### src/core/mpf_consts.svh
// Constants of the four-channel multi-pulse scheduler: widths, offsets, fields, resets.
// Assumes byte addressing on a 32-bit Avalon-MM slave port.
`ifndef MPF_CONSTS_SVH
`define MPF_CONSTS_SVH

`define MPF_CLK_MHZ      40
`define MPF_CHANNELS     4
`define MPF_ANG_W        16
`define MPF_LEN_W        18
`define MPF_GAP_W        24
`define MPF_KEY_W        32
// Arbitrary unlock key value
`define MPF_UNLOCK_KEY   32'h5A3C_96E1

`define MPF_ADDR_W       10
`define MPF_STATUS_ADDR  10'h100
`define MPF_WORDS        4'hC

`define MPF_W_CTRL       4'h0
`define MPF_W_START      4'h1
`define MPF_W_LEAD1      4'h2
`define MPF_W_LEAD2      4'h3
`define MPF_W_LEN_E1     4'h4
`define MPF_W_LEN_E2     4'h5
`define MPF_W_LEN_MAIN   4'h6
`define MPF_W_GAP1       4'h7
`define MPF_W_LEN_L1     4'h8
`define MPF_W_GAP2       4'h9
`define MPF_W_LEN_L2     4'hA
`define MPF_W_HANDOVER   4'hB

`define MPF_B_MASTER     0
`define MPF_B_EN_E1      1
`define MPF_B_EN_E2      2
`define MPF_B_EN_L1      3
`define MPF_B_EN_L2      4
`define MPF_CTRL_MASK    32'h0000_001F

`define MPF_CFG_RST      32'h0000_0000
`define MPF_ST_PULSE_LSB 0
`define MPF_ST_CH_LSB    4
`define MPF_ST_UNLOCK    8

`endif

### src/core/mpf_pkg.sv
// Types and shared helpers of the multi-pulse scheduler.
// Assumes mpf_consts.svh is on the include path.
`include "mpf_consts.svh"

package mpf_pkg;

  typedef struct packed {
    logic                    master;
    logic                    en_e1;
    logic                    en_e2;
    logic                    en_l1;
    logic                    en_l2;
    logic [`MPF_ANG_W-1:0]   start;
    logic [`MPF_ANG_W-1:0]   lead1;
    logic [`MPF_ANG_W-1:0]   lead2;
    logic [`MPF_LEN_W-1:0]   len_e1;
    logic [`MPF_LEN_W-1:0]   len_e2;
    logic [`MPF_LEN_W-1:0]   len_main;
    logic [`MPF_GAP_W-1:0]   gap1;
    logic [`MPF_LEN_W-1:0]   len_l1;
    logic [`MPF_GAP_W-1:0]   gap2;
    logic [`MPF_LEN_W-1:0]   len_l2;
    logic [`MPF_ANG_W-1:0]   handover;
  } mpf_cfg_t;

  typedef enum logic [2:0] {LT_IDLE, LT_GAP1, LT_ON1, LT_GAP2, LT_ON2} mpf_late_t;

  // Bits kept by each configuration word; the rest wrap away
  function automatic logic [31:0] mpf_word_mask(input logic [3:0] idx);
    case (idx)
      `MPF_W_CTRL:                          mpf_word_mask = `MPF_CTRL_MASK;
      `MPF_W_START, `MPF_W_LEAD1, `MPF_W_LEAD2,
      `MPF_W_HANDOVER:                      mpf_word_mask = 32'h0000_FFFF;
      `MPF_W_GAP1, `MPF_W_GAP2:             mpf_word_mask = 32'h00FF_FFFF;
      `MPF_W_LEN_E1, `MPF_W_LEN_E2, `MPF_W_LEN_MAIN,
      `MPF_W_LEN_L1, `MPF_W_LEN_L2:         mpf_word_mask = 32'h0003_FFFF;
      default:                              mpf_word_mask = 32'h0000_0000;
    endcase
  endfunction

  // Crank position has just arrived at the target
  function automatic logic mpf_angle_hit(input logic [`MPF_ANG_W-1:0] pos,
                                         input logic [`MPF_ANG_W-1:0] prev,
                                         input logic [`MPF_ANG_W-1:0] tgt);
    mpf_angle_hit = (pos == tgt) && (prev != tgt);
  endfunction

endpackage

### src/core/mpf_cfg_if.sv
// Carrier between the scheduler and its configuration memory.
// Assumes both ends run on the same clock.
`timescale 1ns/1ns

interface mpf_cfg_if;
  import mpf_pkg::*;
  logic        wr_en;
  logic        rd_en;
  logic [5:0]  addr;
  logic [31:0] wdata;
  logic [3:0]  be;
  logic [31:0] rdata;
  logic [1:0]  view_sel;
  mpf_cfg_t    view;
  logic [1:0]  view_ch;

  modport mem (input wr_en, rd_en, addr, wdata, be, view_sel,
               output rdata, view, view_ch);
  modport ctl (output wr_en, rd_en, addr, wdata, be, view_sel,
               input rdata, view, view_ch);
endinterface

### src/core/mpf_scheduler.sv
// Four-channel multiplexed multi-pulse scheduler with Avalon-MM settings port.
// Assumes crank position and unlock key arrive synchronous to MCLK_IN.
// Operation
// - Up to five enabled pulses per cycle
// - Pulse outputs locked until valid unlock key
// - Everything counts the single system clock
// - Master enable off blocks all pulses
// - Early and first late need enables
// - Second late needs both late enables
// - Main starts at start angle
// - First early leads start by offset
// - Second early leads start by offset
// - Lengths held as 18-bit wrapping counts
// - First late follows main by gap
// - Second late follows first late by gap
// - Handover angle moves engine to next channel
// - One-cycle strobe at every handover
// - Four separate outputs, one per channel
// - Each channel has independent settings
//
// The Avalon-MM interface to the registers and the register addresses were decided locally.
`timescale 1ns/1ns

module mpf_scheduler
  import mpf_pkg::*;
(
  input  wire logic                   MCLK_IN,              // System clock
  input  wire logic                   RST_N_IN,             // Sync reset, active low
  input  wire logic [`MPF_ADDR_W-1:0] AVS_ADDRESS_IN,       // Byte address
  input  wire logic                   AVS_READ_IN,          // Read request
  input  wire logic                   AVS_WRITE_IN,         // Write request
  input  wire logic [31:0]            AVS_WRITEDATA_IN,     // Write data
  input  wire logic [3:0]             AVS_BYTEENABLE_IN,    // Byte lanes
  output logic      [31:0]            AVS_READDATA_OUT,     // Read data
  output logic                        AVS_WAITREQUEST_OUT,  // Stall
  input  wire logic [`MPF_ANG_W-1:0]  CRANK_POS_IN,         // Crank angle tick position
  input  wire logic [`MPF_KEY_W-1:0]  UNLOCK_KEY_IN,        // Supervisor key
  output logic                        HANDOVER_STROBE_OUT,  // One-cycle handover flag
  output logic                        PULSE_OUT_CH1_OUT,    // Channel 1 pulses
  output logic                        PULSE_OUT_CH2_OUT,    // Channel 2 pulses
  output logic                        PULSE_OUT_CH3_OUT,    // Channel 3 pulses
  output logic                        PULSE_OUT_CH4_OUT     // Channel 4 pulses
);

  mpf_cfg_if cfg ();

  logic                  rd_pend_reg, rd_pend_next;
  logic                  rd_cfg_reg, rd_cfg_next;
  logic                  rd_stat_reg, rd_stat_next;
  logic [31:0]           stat_reg, stat_next;
  logic                  in_cfg, in_stat;

  logic [`MPF_ANG_W-1:0] prev_pos_reg;
  logic [1:0]            ch_reg, ch_next;
  logic                  strobe_reg, strobe_next;

  logic [`MPF_LEN_W-1:0] e1_cnt_reg, e1_cnt_next, e2_cnt_reg, e2_cnt_next;
  logic [`MPF_LEN_W-1:0] m_cnt_reg, m_cnt_next;
  logic [1:0]            e1_own_reg, e1_own_next, e2_own_reg, e2_own_next;
  logic [1:0]            m_own_reg, m_own_next, lt_own_reg, lt_own_next;
  mpf_late_t             lt_state_reg, lt_state_next;
  logic [`MPF_GAP_W-1:0] lt_cnt_reg, lt_cnt_next;
  logic                  lt_l1en_reg, lt_l1en_next, lt_l2en_reg, lt_l2en_next;
  logic [`MPF_GAP_W-1:0] lt_gap1_reg, lt_gap1_next, lt_gap2_reg, lt_gap2_next;
  logic [`MPF_LEN_W-1:0] lt_len1_reg, lt_len1_next, lt_len2_reg, lt_len2_next;
  logic [3:0]            pulse_reg, pulse_next;

  logic                  cfg_ok, unlocked, hit_e1, hit_e2, hit_main, hit_ho, m_end;
  logic [3:0]            act;

  mpf_cfg_mem u_mem (
    .clk_in   (MCLK_IN),
    .rst_n_in (RST_N_IN),
    .cfg      (cfg)
  );

  // Bus slave: writes complete at once, reads wait one cycle for registered data
  always_comb begin
    in_cfg        = (AVS_ADDRESS_IN[9:8] == 2'h0) && (AVS_ADDRESS_IN[5:2] < `MPF_WORDS);
    in_stat       = (AVS_ADDRESS_IN == `MPF_STATUS_ADDR);
    cfg.wr_en     = AVS_WRITE_IN && in_cfg;
    cfg.rd_en     = AVS_READ_IN && !rd_pend_reg && in_cfg;
    cfg.addr      = AVS_ADDRESS_IN[7:2];
    cfg.wdata     = AVS_WRITEDATA_IN;
    cfg.be        = AVS_BYTEENABLE_IN;
    rd_pend_next  = AVS_READ_IN && !rd_pend_reg;
    rd_cfg_next   = rd_pend_next ? in_cfg : rd_cfg_reg;
    rd_stat_next  = rd_pend_next ? in_stat : rd_stat_reg;
    stat_next     = stat_reg;
    if (rd_pend_next) begin
      stat_next = 32'h0000_0000;
      stat_next[`MPF_ST_PULSE_LSB +: 4] = pulse_reg;
      stat_next[`MPF_ST_CH_LSB +: 2]    = ch_reg;
      stat_next[`MPF_ST_UNLOCK]         = unlocked;
    end
  end

  always_ff @(posedge MCLK_IN) begin
    if (!RST_N_IN) begin
      rd_pend_reg <= 1'b0;
      rd_cfg_reg  <= 1'b0;
      rd_stat_reg <= 1'b0;
      stat_reg    <= 32'h0000_0000;
    end else begin
      rd_pend_reg <= rd_pend_next;
      rd_cfg_reg  <= rd_cfg_next;
      rd_stat_reg <= rd_stat_next;
      stat_reg    <= stat_next;
    end
  end

  assign AVS_WAITREQUEST_OUT = AVS_READ_IN && !rd_pend_reg;
  assign AVS_READDATA_OUT    = rd_cfg_reg ? cfg.rdata : (rd_stat_reg ? stat_reg : 32'h0000_0000);

  assign cfg.view_sel = ch_reg;
  assign cfg_ok       = (cfg.view_ch == ch_reg);
  assign unlocked     = (UNLOCK_KEY_IN == `MPF_UNLOCK_KEY);

  always_comb begin
    hit_main = cfg_ok && cfg.view.master
               && mpf_angle_hit(CRANK_POS_IN, prev_pos_reg, cfg.view.start);
    hit_e1   = cfg_ok && cfg.view.master && cfg.view.en_e1
               && mpf_angle_hit(CRANK_POS_IN, prev_pos_reg, cfg.view.start - cfg.view.lead1);
    hit_e2   = cfg_ok && cfg.view.master && cfg.view.en_e2
               && mpf_angle_hit(CRANK_POS_IN, prev_pos_reg, cfg.view.start - cfg.view.lead2);
    hit_ho   = cfg_ok && mpf_angle_hit(CRANK_POS_IN, prev_pos_reg, cfg.view.handover);
    m_end    = (m_cnt_reg == 18'h00001);
    ch_next     = hit_ho ? ch_reg + 2'h1 : ch_reg;
    strobe_next = hit_ho;
  end

  always_ff @(posedge MCLK_IN) begin
    if (!RST_N_IN) begin
      prev_pos_reg <= '0;
      ch_reg       <= 2'h0;
      strobe_reg   <= 1'b0;
    end else begin
      prev_pos_reg <= CRANK_POS_IN;
      ch_reg       <= ch_next;
      strobe_reg   <= strobe_next;
    end
  end

  // Pulse generators each own a channel until done, so a handover does not cut them
  // four pulse generators; the late sequencer makes both late pulses
  always_comb begin
    e1_cnt_next   = (e1_cnt_reg != '0) ? e1_cnt_reg - 18'h00001 : e1_cnt_reg;
    e2_cnt_next   = (e2_cnt_reg != '0) ? e2_cnt_reg - 18'h00001 : e2_cnt_reg;
    m_cnt_next    = (m_cnt_reg != '0) ? m_cnt_reg - 18'h00001 : m_cnt_reg;
    e1_own_next   = e1_own_reg;
    e2_own_next   = e2_own_reg;
    m_own_next    = m_own_reg;
    lt_own_next   = lt_own_reg;
    lt_l1en_next  = lt_l1en_reg;
    lt_l2en_next  = lt_l2en_reg;
    lt_gap1_next  = lt_gap1_reg;
    lt_gap2_next  = lt_gap2_reg;
    lt_len1_next  = lt_len1_reg;
    lt_len2_next  = lt_len2_reg;
    lt_state_next = lt_state_reg;
    lt_cnt_next   = (lt_cnt_reg != '0) ? lt_cnt_reg - 24'h000001 : lt_cnt_reg;
    if (hit_e1) begin
      e1_cnt_next = cfg.view.len_e1;
      e1_own_next = ch_reg;
    end
    if (hit_e2) begin
      e2_cnt_next = cfg.view.len_e2;
      e2_own_next = ch_reg;
    end
    if (hit_main) begin
      m_cnt_next   = cfg.view.len_main;
      m_own_next   = ch_reg;
      lt_l1en_next = cfg.view.en_l1;
      lt_l2en_next = cfg.view.en_l1 && cfg.view.en_l2;
      lt_gap1_next = cfg.view.gap1;
      lt_gap2_next = cfg.view.gap2;
      lt_len1_next = cfg.view.len_l1;
      lt_len2_next = cfg.view.len_l2;
    end
    unique case (lt_state_reg)
      LT_IDLE: begin
        if (m_end && lt_l1en_reg) begin
          lt_own_next   = m_own_reg;
          lt_state_next = (lt_gap1_reg == '0) ? LT_ON1 : LT_GAP1;
          lt_cnt_next   = (lt_gap1_reg == '0) ? {6'h00, lt_len1_reg} : lt_gap1_reg;
        end
      end
      LT_GAP1: begin
        if (lt_cnt_reg <= 24'h000001) begin
          lt_state_next = LT_ON1;
          lt_cnt_next   = {6'h00, lt_len1_reg};
        end
      end
      LT_ON1: begin
        if (lt_cnt_reg <= 24'h000001) begin
          if (!lt_l2en_reg) begin
            lt_state_next = LT_IDLE;
          end else begin
            lt_state_next = (lt_gap2_reg == '0) ? LT_ON2 : LT_GAP2;
            lt_cnt_next   = (lt_gap2_reg == '0) ? {6'h00, lt_len2_reg} : lt_gap2_reg;
          end
        end
      end
      LT_GAP2: begin
        if (lt_cnt_reg <= 24'h000001) begin
          lt_state_next = LT_ON2;
          lt_cnt_next   = {6'h00, lt_len2_reg};
        end
      end
      LT_ON2: begin
        if (lt_cnt_reg <= 24'h000001) begin
          lt_state_next = LT_IDLE;
        end
      end
    endcase
    for (int c = 0; c < 4; c++) begin
      act[c] = ((e1_cnt_reg != '0) && (e1_own_reg == 2'(c)))
            || ((e2_cnt_reg != '0) && (e2_own_reg == 2'(c)))
            || ((m_cnt_reg != '0) && (m_own_reg == 2'(c)))
            || ((lt_state_reg == LT_ON1 || lt_state_reg == LT_ON2)
                && (lt_cnt_reg != '0) && (lt_own_reg == 2'(c)));
    end
    pulse_next = unlocked ? act : 4'h0;
  end

  always_ff @(posedge MCLK_IN) begin
    if (!RST_N_IN) begin
      e1_cnt_reg   <= '0;
      e2_cnt_reg   <= '0;
      m_cnt_reg    <= '0;
      e1_own_reg   <= 2'h0;
      e2_own_reg   <= 2'h0;
      m_own_reg    <= 2'h0;
      lt_own_reg   <= 2'h0;
      lt_state_reg <= LT_IDLE;
      lt_cnt_reg   <= '0;
      lt_l1en_reg  <= 1'b0;
      lt_l2en_reg  <= 1'b0;
      lt_gap1_reg  <= '0;
      lt_gap2_reg  <= '0;
      lt_len1_reg  <= '0;
      lt_len2_reg  <= '0;
      pulse_reg    <= 4'h0;
    end else begin
      e1_cnt_reg   <= e1_cnt_next;
      e2_cnt_reg   <= e2_cnt_next;
      m_cnt_reg    <= m_cnt_next;
      e1_own_reg   <= e1_own_next;
      e2_own_reg   <= e2_own_next;
      m_own_reg    <= m_own_next;
      lt_own_reg   <= lt_own_next;
      lt_state_reg <= lt_state_next;
      lt_cnt_reg   <= lt_cnt_next;
      lt_l1en_reg  <= lt_l1en_next;
      lt_l2en_reg  <= lt_l2en_next;
      lt_gap1_reg  <= lt_gap1_next;
      lt_gap2_reg  <= lt_gap2_next;
      lt_len1_reg  <= lt_len1_next;
      lt_len2_reg  <= lt_len2_next;
      pulse_reg    <= pulse_next;
    end
  end

  assign HANDOVER_STROBE_OUT = strobe_reg;
  assign PULSE_OUT_CH1_OUT   = pulse_reg[0];
  assign PULSE_OUT_CH2_OUT   = pulse_reg[1];
  assign PULSE_OUT_CH3_OUT   = pulse_reg[2];
  assign PULSE_OUT_CH4_OUT   = pulse_reg[3];
endmodule // mpf_scheduler

### src/core/mpf_cfg_mem.sv
// Per-channel settings memory: bus port plus a registered view of one channel.
// Assumes synchronous active-low reset and one clock.
`timescale 1ns/1ns

module mpf_cfg_mem
  import mpf_pkg::*;
(
  input  wire logic clk_in,      // System clock
  input  wire logic rst_n_in,    // Synchronous reset, active low
  mpf_cfg_if.mem    cfg          // Settings port
);

  logic [31:0] mem_reg [0:63];
  logic [31:0] mem_next [0:63];
  logic [31:0] rdata_reg, rdata_next;
  mpf_cfg_t    view_reg, view_next;
  logic [1:0]  view_ch_reg;
  logic [31:0] be_mask;
  logic [31:0] vw [0:11];

  function automatic logic [31:0] word_at(input logic [1:0] ch, input logic [3:0] idx);
    word_at = mem_reg[{ch, idx}];
  endfunction

  always_comb begin
    be_mask = {{8{cfg.be[3]}}, {8{cfg.be[2]}}, {8{cfg.be[1]}}, {8{cfg.be[0]}}};
    for (int i = 0; i < 64; i++) begin
      mem_next[i] = mem_reg[i];
    end
    if (cfg.wr_en) begin
      mem_next[cfg.addr] = ((mem_reg[cfg.addr] & ~be_mask) | (cfg.wdata & be_mask))
                           & mpf_word_mask(cfg.addr[3:0]);
    end
    rdata_next = cfg.rd_en ? mem_reg[cfg.addr] : rdata_reg;
    for (int i = 0; i < 12; i++) begin
      vw[i] = word_at(cfg.view_sel, 4'(i));
    end
    view_next.master   = vw[`MPF_W_CTRL][`MPF_B_MASTER];
    view_next.en_e1    = vw[`MPF_W_CTRL][`MPF_B_EN_E1];
    view_next.en_e2    = vw[`MPF_W_CTRL][`MPF_B_EN_E2];
    view_next.en_l1    = vw[`MPF_W_CTRL][`MPF_B_EN_L1];
    view_next.en_l2    = vw[`MPF_W_CTRL][`MPF_B_EN_L2];
    view_next.start    = vw[`MPF_W_START][`MPF_ANG_W-1:0];
    view_next.lead1    = vw[`MPF_W_LEAD1][`MPF_ANG_W-1:0];
    view_next.lead2    = vw[`MPF_W_LEAD2][`MPF_ANG_W-1:0];
    view_next.len_e1   = vw[`MPF_W_LEN_E1][`MPF_LEN_W-1:0];
    view_next.len_e2   = vw[`MPF_W_LEN_E2][`MPF_LEN_W-1:0];
    view_next.len_main = vw[`MPF_W_LEN_MAIN][`MPF_LEN_W-1:0];
    view_next.gap1     = vw[`MPF_W_GAP1][`MPF_GAP_W-1:0];
    view_next.len_l1   = vw[`MPF_W_LEN_L1][`MPF_LEN_W-1:0];
    view_next.gap2     = vw[`MPF_W_GAP2][`MPF_GAP_W-1:0];
    view_next.len_l2   = vw[`MPF_W_LEN_L2][`MPF_LEN_W-1:0];
    view_next.handover = vw[`MPF_W_HANDOVER][`MPF_ANG_W-1:0];
  end

  always_ff @(posedge clk_in) begin
    if (!rst_n_in) begin
      for (int i = 0; i < 64; i++) begin
        mem_reg[i] <= `MPF_CFG_RST;
      end
      rdata_reg   <= 32'h0000_0000;
      view_reg    <= '0;
      view_ch_reg <= 2'h0;
    end else begin
      for (int i = 0; i < 64; i++) begin
        mem_reg[i] <= mem_next[i];
      end
      rdata_reg   <= rdata_next;
      view_reg    <= view_next;
      view_ch_reg <= cfg.view_sel;
    end
  end

  assign cfg.rdata   = rdata_reg;
  assign cfg.view    = view_reg;
  assign cfg.view_ch = view_ch_reg;
endmodule // mpf_cfg_mem

### config.mk
export PLATFORM = sky130hd
export DESIGN_NAME = mpf_scheduler
export DESIGN_NICKNAME = d
export VERILOG_FILES = /design/src/core/mpf_pkg.sv /design/src/core/mpf_cfg_if.sv /design/src/core/mpf_scheduler.sv /design/src/core/mpf_cfg_mem.sv
export VERILOG_INCLUDE_DIRS = /design/src /design/src/core
export SDC_FILE = /design/constraint.sdc
export NUM_CORES = 2
export LEC_CHECK = 0
export ABC_AREA = 1
export BUFFER_PORTS_ARGS = -buffer_cell sky130_fd_sc_hd__buf_2
export CAP_MARGIN = 5
export CORE_AREA = 2 2 495 694
export DETAILED_ROUTE_END_ITERATION = 12
export DIE_AREA = 0 0 497 696
export PLACE_DENSITY = 0.47
export SETUP_SLACK_MARGIN = 0.02
export SLEW_MARGIN = 10
export SYNTH_ARGS = -nofsm -noshare
export SYNTH_HDL_FRONTEND = slang
export SYNTH_SLANG_ARGS = --single-unit
### constraint.sdc
create_clock -name MCLK_IN -period 2.68 [get_ports MCLK_IN]
set_input_delay 0.134 -clock MCLK_IN [delete_from_list [all_inputs] [get_ports MCLK_IN]]
set_output_delay 0.134 -clock MCLK_IN [all_outputs]
set_load 0.005 [all_outputs]
==> Implementation_results.wiki <==
{| class="wikitable"
! Metric !! Value
|-
| Worst vdd ir || 0.559 mV
|-
| Antenna-violating nets left || 0
|-
| Y dimension of the die || 696 microns
|-
| Iteration-0 DRC count of the detailed router || 6887
|-
| CP cell instances || ha_1, buf_6, nand2_1, nor2_1, buf_4, and2_1, nand2_2, nand2_1, nand2_1, buf_4, nand3_1, nand3_1, nor2_2, nand3_2, buf_12, nand3b_1, nand2_1, a21oi_1
|-
| Number of placement rows || 254
|-
| Cell types with the largest area share after synthesis || sky130_fd_sc_hd__dfxtp_1 47%, sky130_fd_sc_hd__a21oi_1 9.1%, sky130_fd_sc_hd__o21ai_0 9.0%
|-
| H-tree depth reported by CTS || 4
|-
| Count of input and output buffers || 118
|-
| Via count || 81487
|-
| Async set or reset register ratio after synthesis || 0%
|-
| TritonCTS clock tree || yes
|-
| Kind of end point of the critical path || flip-flop
|-
| Outcome || complete, but fails checks
|-
| Signed area change from the synthesized netlist to the final layout || 27.1%
|-
| Maximum number of pins on one net before global-route repair || 227
|-
| Arrival time of the worst setup path || 4020 ps
|-
| Classification of the worst setup path || reg2reg
|-
| Violations in the final reports || setup timing
|-
| Total overflow reported by the global router || 0
|-
| Hold Path Stages || 6
|-
| IO Count || 136
|-
| Finish-stage setup viols || 40
|-
| Reg2Reg Depth || 18
|-
| Placeable core region || 340000 sq um
|-
| First-pass DRT Iterations || 9
|-
| Least-Margin Pin Slew || 1120 ps
|-
| Biggest fanout along the worst timing path || 4
|-
| Total length of routed wires || 380 mm
|-
| Final layout net count || 12063
|-
| Dominant cell type by area after synthesis || sky130_fd_sc_hd__dfxtp_1
|-
| DPL Wire Length || 277 mm
|-
| Rel. slew slack || 25.3%
|-
| Wire length of the first global-routing pass || 546 mm
|-
| Number of flops mapped to enable cells by yosys || 0
|-
| Leading register cell type out of synthesis || sky130_fd_sc_hd__dfxtp_1
|-
| Fraction of layout instances using a drive strength above 1 || 15.2%
|-
| GRT Overall Usage || 21.1%
|-
| Vias in the first global route || 77951
|-
| Clock Tree Buf Depth || 4
|-
| Ratio of total power to cell area || 649 nW/um^2
|-
| Initial antenna violation count || 14
|-
| Max FFs per register || 1536
|-
| Fin Clk Skew || 113 ps
|-
| Buffer type at the clock tree root || sky130_fd_sc_hd__clkbuf_16
|-
| Final number of hold-violating endpoints || 0
|-
| Max-slew violations || 0
|-
| Fraction of the cycle the final worst path needs || 120%
|-
| Netlist Area Pre-Place || 84700 sq um
|-
| Leakage power of the design || 42.9 nW
|-
| Area fraction of the dominant cell type after synthesis || 46.8%
|-
| Slowest cell on crit path || sky130_fd_sc_hd__nand3b_1
|-
| Final cell utilization of the core || 31.6%
|-
| Min-Delay Path Class || in2reg
|-
| Die Wd || 497 microns
|-
| CP required || 3500 ps
|-
| Seq cells post-synth || 1977
|-
| DP Worst Slack || -851 ps
|-
| Number of cells on the critical path || 18
|-
| Area enclosed by the die boundary || 346000 sq um
|-
| CTS Buf Count || 214
|-
| Starting utilization of the core area || 24.9%
|-
| Cell type group with the largest total delay on the critical path || simple AND/OR/NAND/NOR gates
|-
| Post-CTS clock slew at the launch and capture registers of the worst setup and hold paths || 60 ps
|-
| Setup WS post-layout || -523 ps
|-
| Count of cell types in the netlist || 54
|-
| Peak per-stage delay on the critical path || 560 ps
|-
| Max_cap viols || 0
|-
| Vias per std cell || 4.91
|-
| Routability cong. || 0.929
|-
| Cell seen most often among critical-path stages || sky130_fd_sc_hd__nand2_1
|-
| Instance count of the mapped netlist || 11289
|-
| Crit path launch type || flip-flop
|-
| FMAX || 312 MHz
|-
| Register area share after synthesis || 46.8%
|-
| Average instance area after synthesis || 7.50 sq um
|-
| Total number of yosys warnings || 0
|-
| Crit path time final || 3200 ps
|-
| Residual DRC || 0
|-
| DR WL/cell || 22.9 microns
|-
| Unrepaired setup endpoints after global routing || true
|-
| Clock Sink Count || 1977
|-
| Clock latency on the worst-skew pair || 940 ps
|-
| Buffering stage count on the worst path with inverters included || 4
|}
timing repair:
action,4_1_cts,5_1_grt
hold endpoints to repair,703,0
buffers inserted,6,3
gates cloned,2,6
endpoints found under the setup margin,45,99
pin swaps,17,32
hold buffers,49,0
resized for setup,50,108
cell usage after synthesis, types with 3 or more instances:
cell type / instances
sky130_fd_sc_hd__and2_1: 5
sky130_fd_sc_hd__nor2_1: 467
sky130_fd_sc_hd__o211ai_1: 213
sky130_fd_sc_hd__xor2_1: 52
sky130_fd_sc_hd__buf_6: 4
sky130_fd_sc_hd__ha_1: 38
sky130_fd_sc_hd__clkinv_1: 6
sky130_fd_sc_hd__nand2_1: 1371
sky130_fd_sc_hd__a21o_1: 20
sky130_fd_sc_hd__o21ai_2: 16
sky130_fd_sc_hd__nor4_1: 21
sky130_fd_sc_hd__a221oi_1: 6
sky130_fd_sc_hd__o21ai_0: 1523
sky130_fd_sc_hd__clkbuf_1: 651
sky130_fd_sc_hd__dfxtp_1: 1977
sky130_fd_sc_hd__nand3b_1: 17
sky130_fd_sc_hd__a211oi_1: 4
sky130_fd_sc_hd__buf_2: 168
sky130_fd_sc_hd__nand4_1: 57
sky130_fd_sc_hd__a22oi_1: 387
sky130_fd_sc_hd__o22ai_1: 309
sky130_fd_sc_hd__or2_0: 10
sky130_fd_sc_hd__inv_2: 7
sky130_fd_sc_hd__o21ai_1: 11
sky130_fd_sc_hd__nor3b_1: 59
sky130_fd_sc_hd__nand3_1: 300
sky130_fd_sc_hd__nor3_1: 322
sky130_fd_sc_hd__a32oi_1: 3
sky130_fd_sc_hd__a31oi_1: 19
sky130_fd_sc_hd__xnor2_1: 58
sky130_fd_sc_hd__buf_1: 60
sky130_fd_sc_hd__or2_2: 20
sky130_fd_sc_hd__nand2_2: 3
sky130_fd_sc_hd__o21a_1: 9
sky130_fd_sc_hd__a22o_1: 10
sky130_fd_sc_hd__a21oi_1: 1547
sky130_fd_sc_hd__buf_4: 31
sky130_fd_sc_hd__inv_1: 1447
sky130_fd_sc_hd__a41oi_1: 15
sky130_fd_sc_hd__o221ai_1: 16
sky130_fd_sc_hd__o31ai_1: 8
sky130_fd_sc_hd__o2111ai_1: 4
worst reg2reg max path, cell delays in order (launching register included):
cell                       delay, ps
sky130_fd_sc_hd__dfxtp_1         330
sky130_fd_sc_hd__ha_1            360
sky130_fd_sc_hd__buf_6           160
sky130_fd_sc_hd__nand2_1          70
sky130_fd_sc_hd__nor2_1          100
sky130_fd_sc_hd__buf_4           150
sky130_fd_sc_hd__and2_1          140
sky130_fd_sc_hd__nand2_2         110
sky130_fd_sc_hd__nand2_1         110
sky130_fd_sc_hd__nand2_1          70
sky130_fd_sc_hd__buf_4           130
sky130_fd_sc_hd__nand3_1          60
sky130_fd_sc_hd__nand3_1          90
sky130_fd_sc_hd__nor2_2          180
sky130_fd_sc_hd__nand3_2         120
sky130_fd_sc_hd__buf_12          150
sky130_fd_sc_hd__nand3b_1        570
sky130_fd_sc_hd__nand2_1         120
sky130_fd_sc_hd__a21oi_1         130
through the flow:
stage / instances / TNS [ps] / power, mW / hold WS [ps] / area [sq um]
floorplan: 11296 / 0 / 35.8 / 227 / 84700
global placement: 16126 / -332520 / 39.3 / 413 / 99200
detailed placement: 16126 / -333260 / 39.2 / 416 / 99200
CTS: 16563 / -18750 / 70.2 / 6.75 / 107000
global route: 16577 / -18760 / 72.4 / 40.5 / 108000
finish: 16581 / -14430 / 69.8 / 26.1 / 108000
cell usage in the layout (no fill, tap or decap), types with 289 or more instances in the layout:
| master | count |
|---|---|
| sky130_fd_sc_hd__o21ai_0 | 1491 |
| sky130_fd_sc_hd__buf_4 | 919 |
| sky130_fd_sc_hd__o22ai_1 | 309 |
| sky130_fd_sc_hd__a22oi_1 | 386 |
| sky130_fd_sc_hd__inv_1 | 1439 |
| sky130_fd_sc_hd__dfxtp_1 | 1974 |
| sky130_fd_sc_hd__a21oi_1 | 1537 |
| sky130_fd_sc_hd__nand3_1 | 289 |
| sky130_fd_sc_hd__nand2_1 | 1335 |
| sky130_fd_sc_hd__nor3_1 | 313 |
| sky130_fd_sc_hd__nor2_1 | 403 |
area by class of cell:
class / instances / area [sq um]
Inverter: 1460 / 5520
Antenna cell: 10 / 25.0
Multi-Input combinational cell: 6945 / 36800
Clock inverter: 77 / 930
Fill cell: 36287 / 233000
Clock buffer: 305 / 6270
Sequential cell: 1977 / 39600
Tap cell: 4480 / 5610
Timing Repair Buffer: 1327 / 12800
cells by family after synthesis:
| family | share of synthesized area (%) |
|---|---|
| xor+xnor | 1.14 |
| other cells | 0.00443 |
| flops | 46.8 |
| simple gates | 13.4 |
| buf+inv | 10.9 |
| fa+ha+maj | 0.609 |
| compound gates | 27.1 |
power breakdown:
part / total (mW) / internal, mW / switching, mW / leakage, nW
logic: 8.66 / 3.11 / 5.54 / 23.4
registers: 30.2 / 29.9 / 0.379 / 15.9
clock network: 30.9 / 17.9 / 13.0 / 3.55
total: 69.8 / 50.9 / 19.0 / 42.9
worst paths after layout:
path	slack (ps)	startpoint	endpoint
setup / recovery	-520	u_mem.cfg.view[195]	e2_cnt_reg[1]
hold / removal	30	AVS_WRITEDATA_IN[12]	u_mem.mem_reg[5][12]
hold reg to reg	420	u_mem.mem_reg[13][13]	u_mem.mem_reg[13][13]
setup reg to reg	-520	u_mem.cfg.view[195]	e2_cnt_reg[1]
routing by layer:
metal  up-vias  track usage, %  part of all wire [%]
met2      2565            35.8                    47
met1     38822            25.0                    40
met3       776            2.11                   4.6
met5         -               0                0.0079
li1      39320               -                     -
met4         4            15.0                   8.1
(Power assumes the default switching activity.)
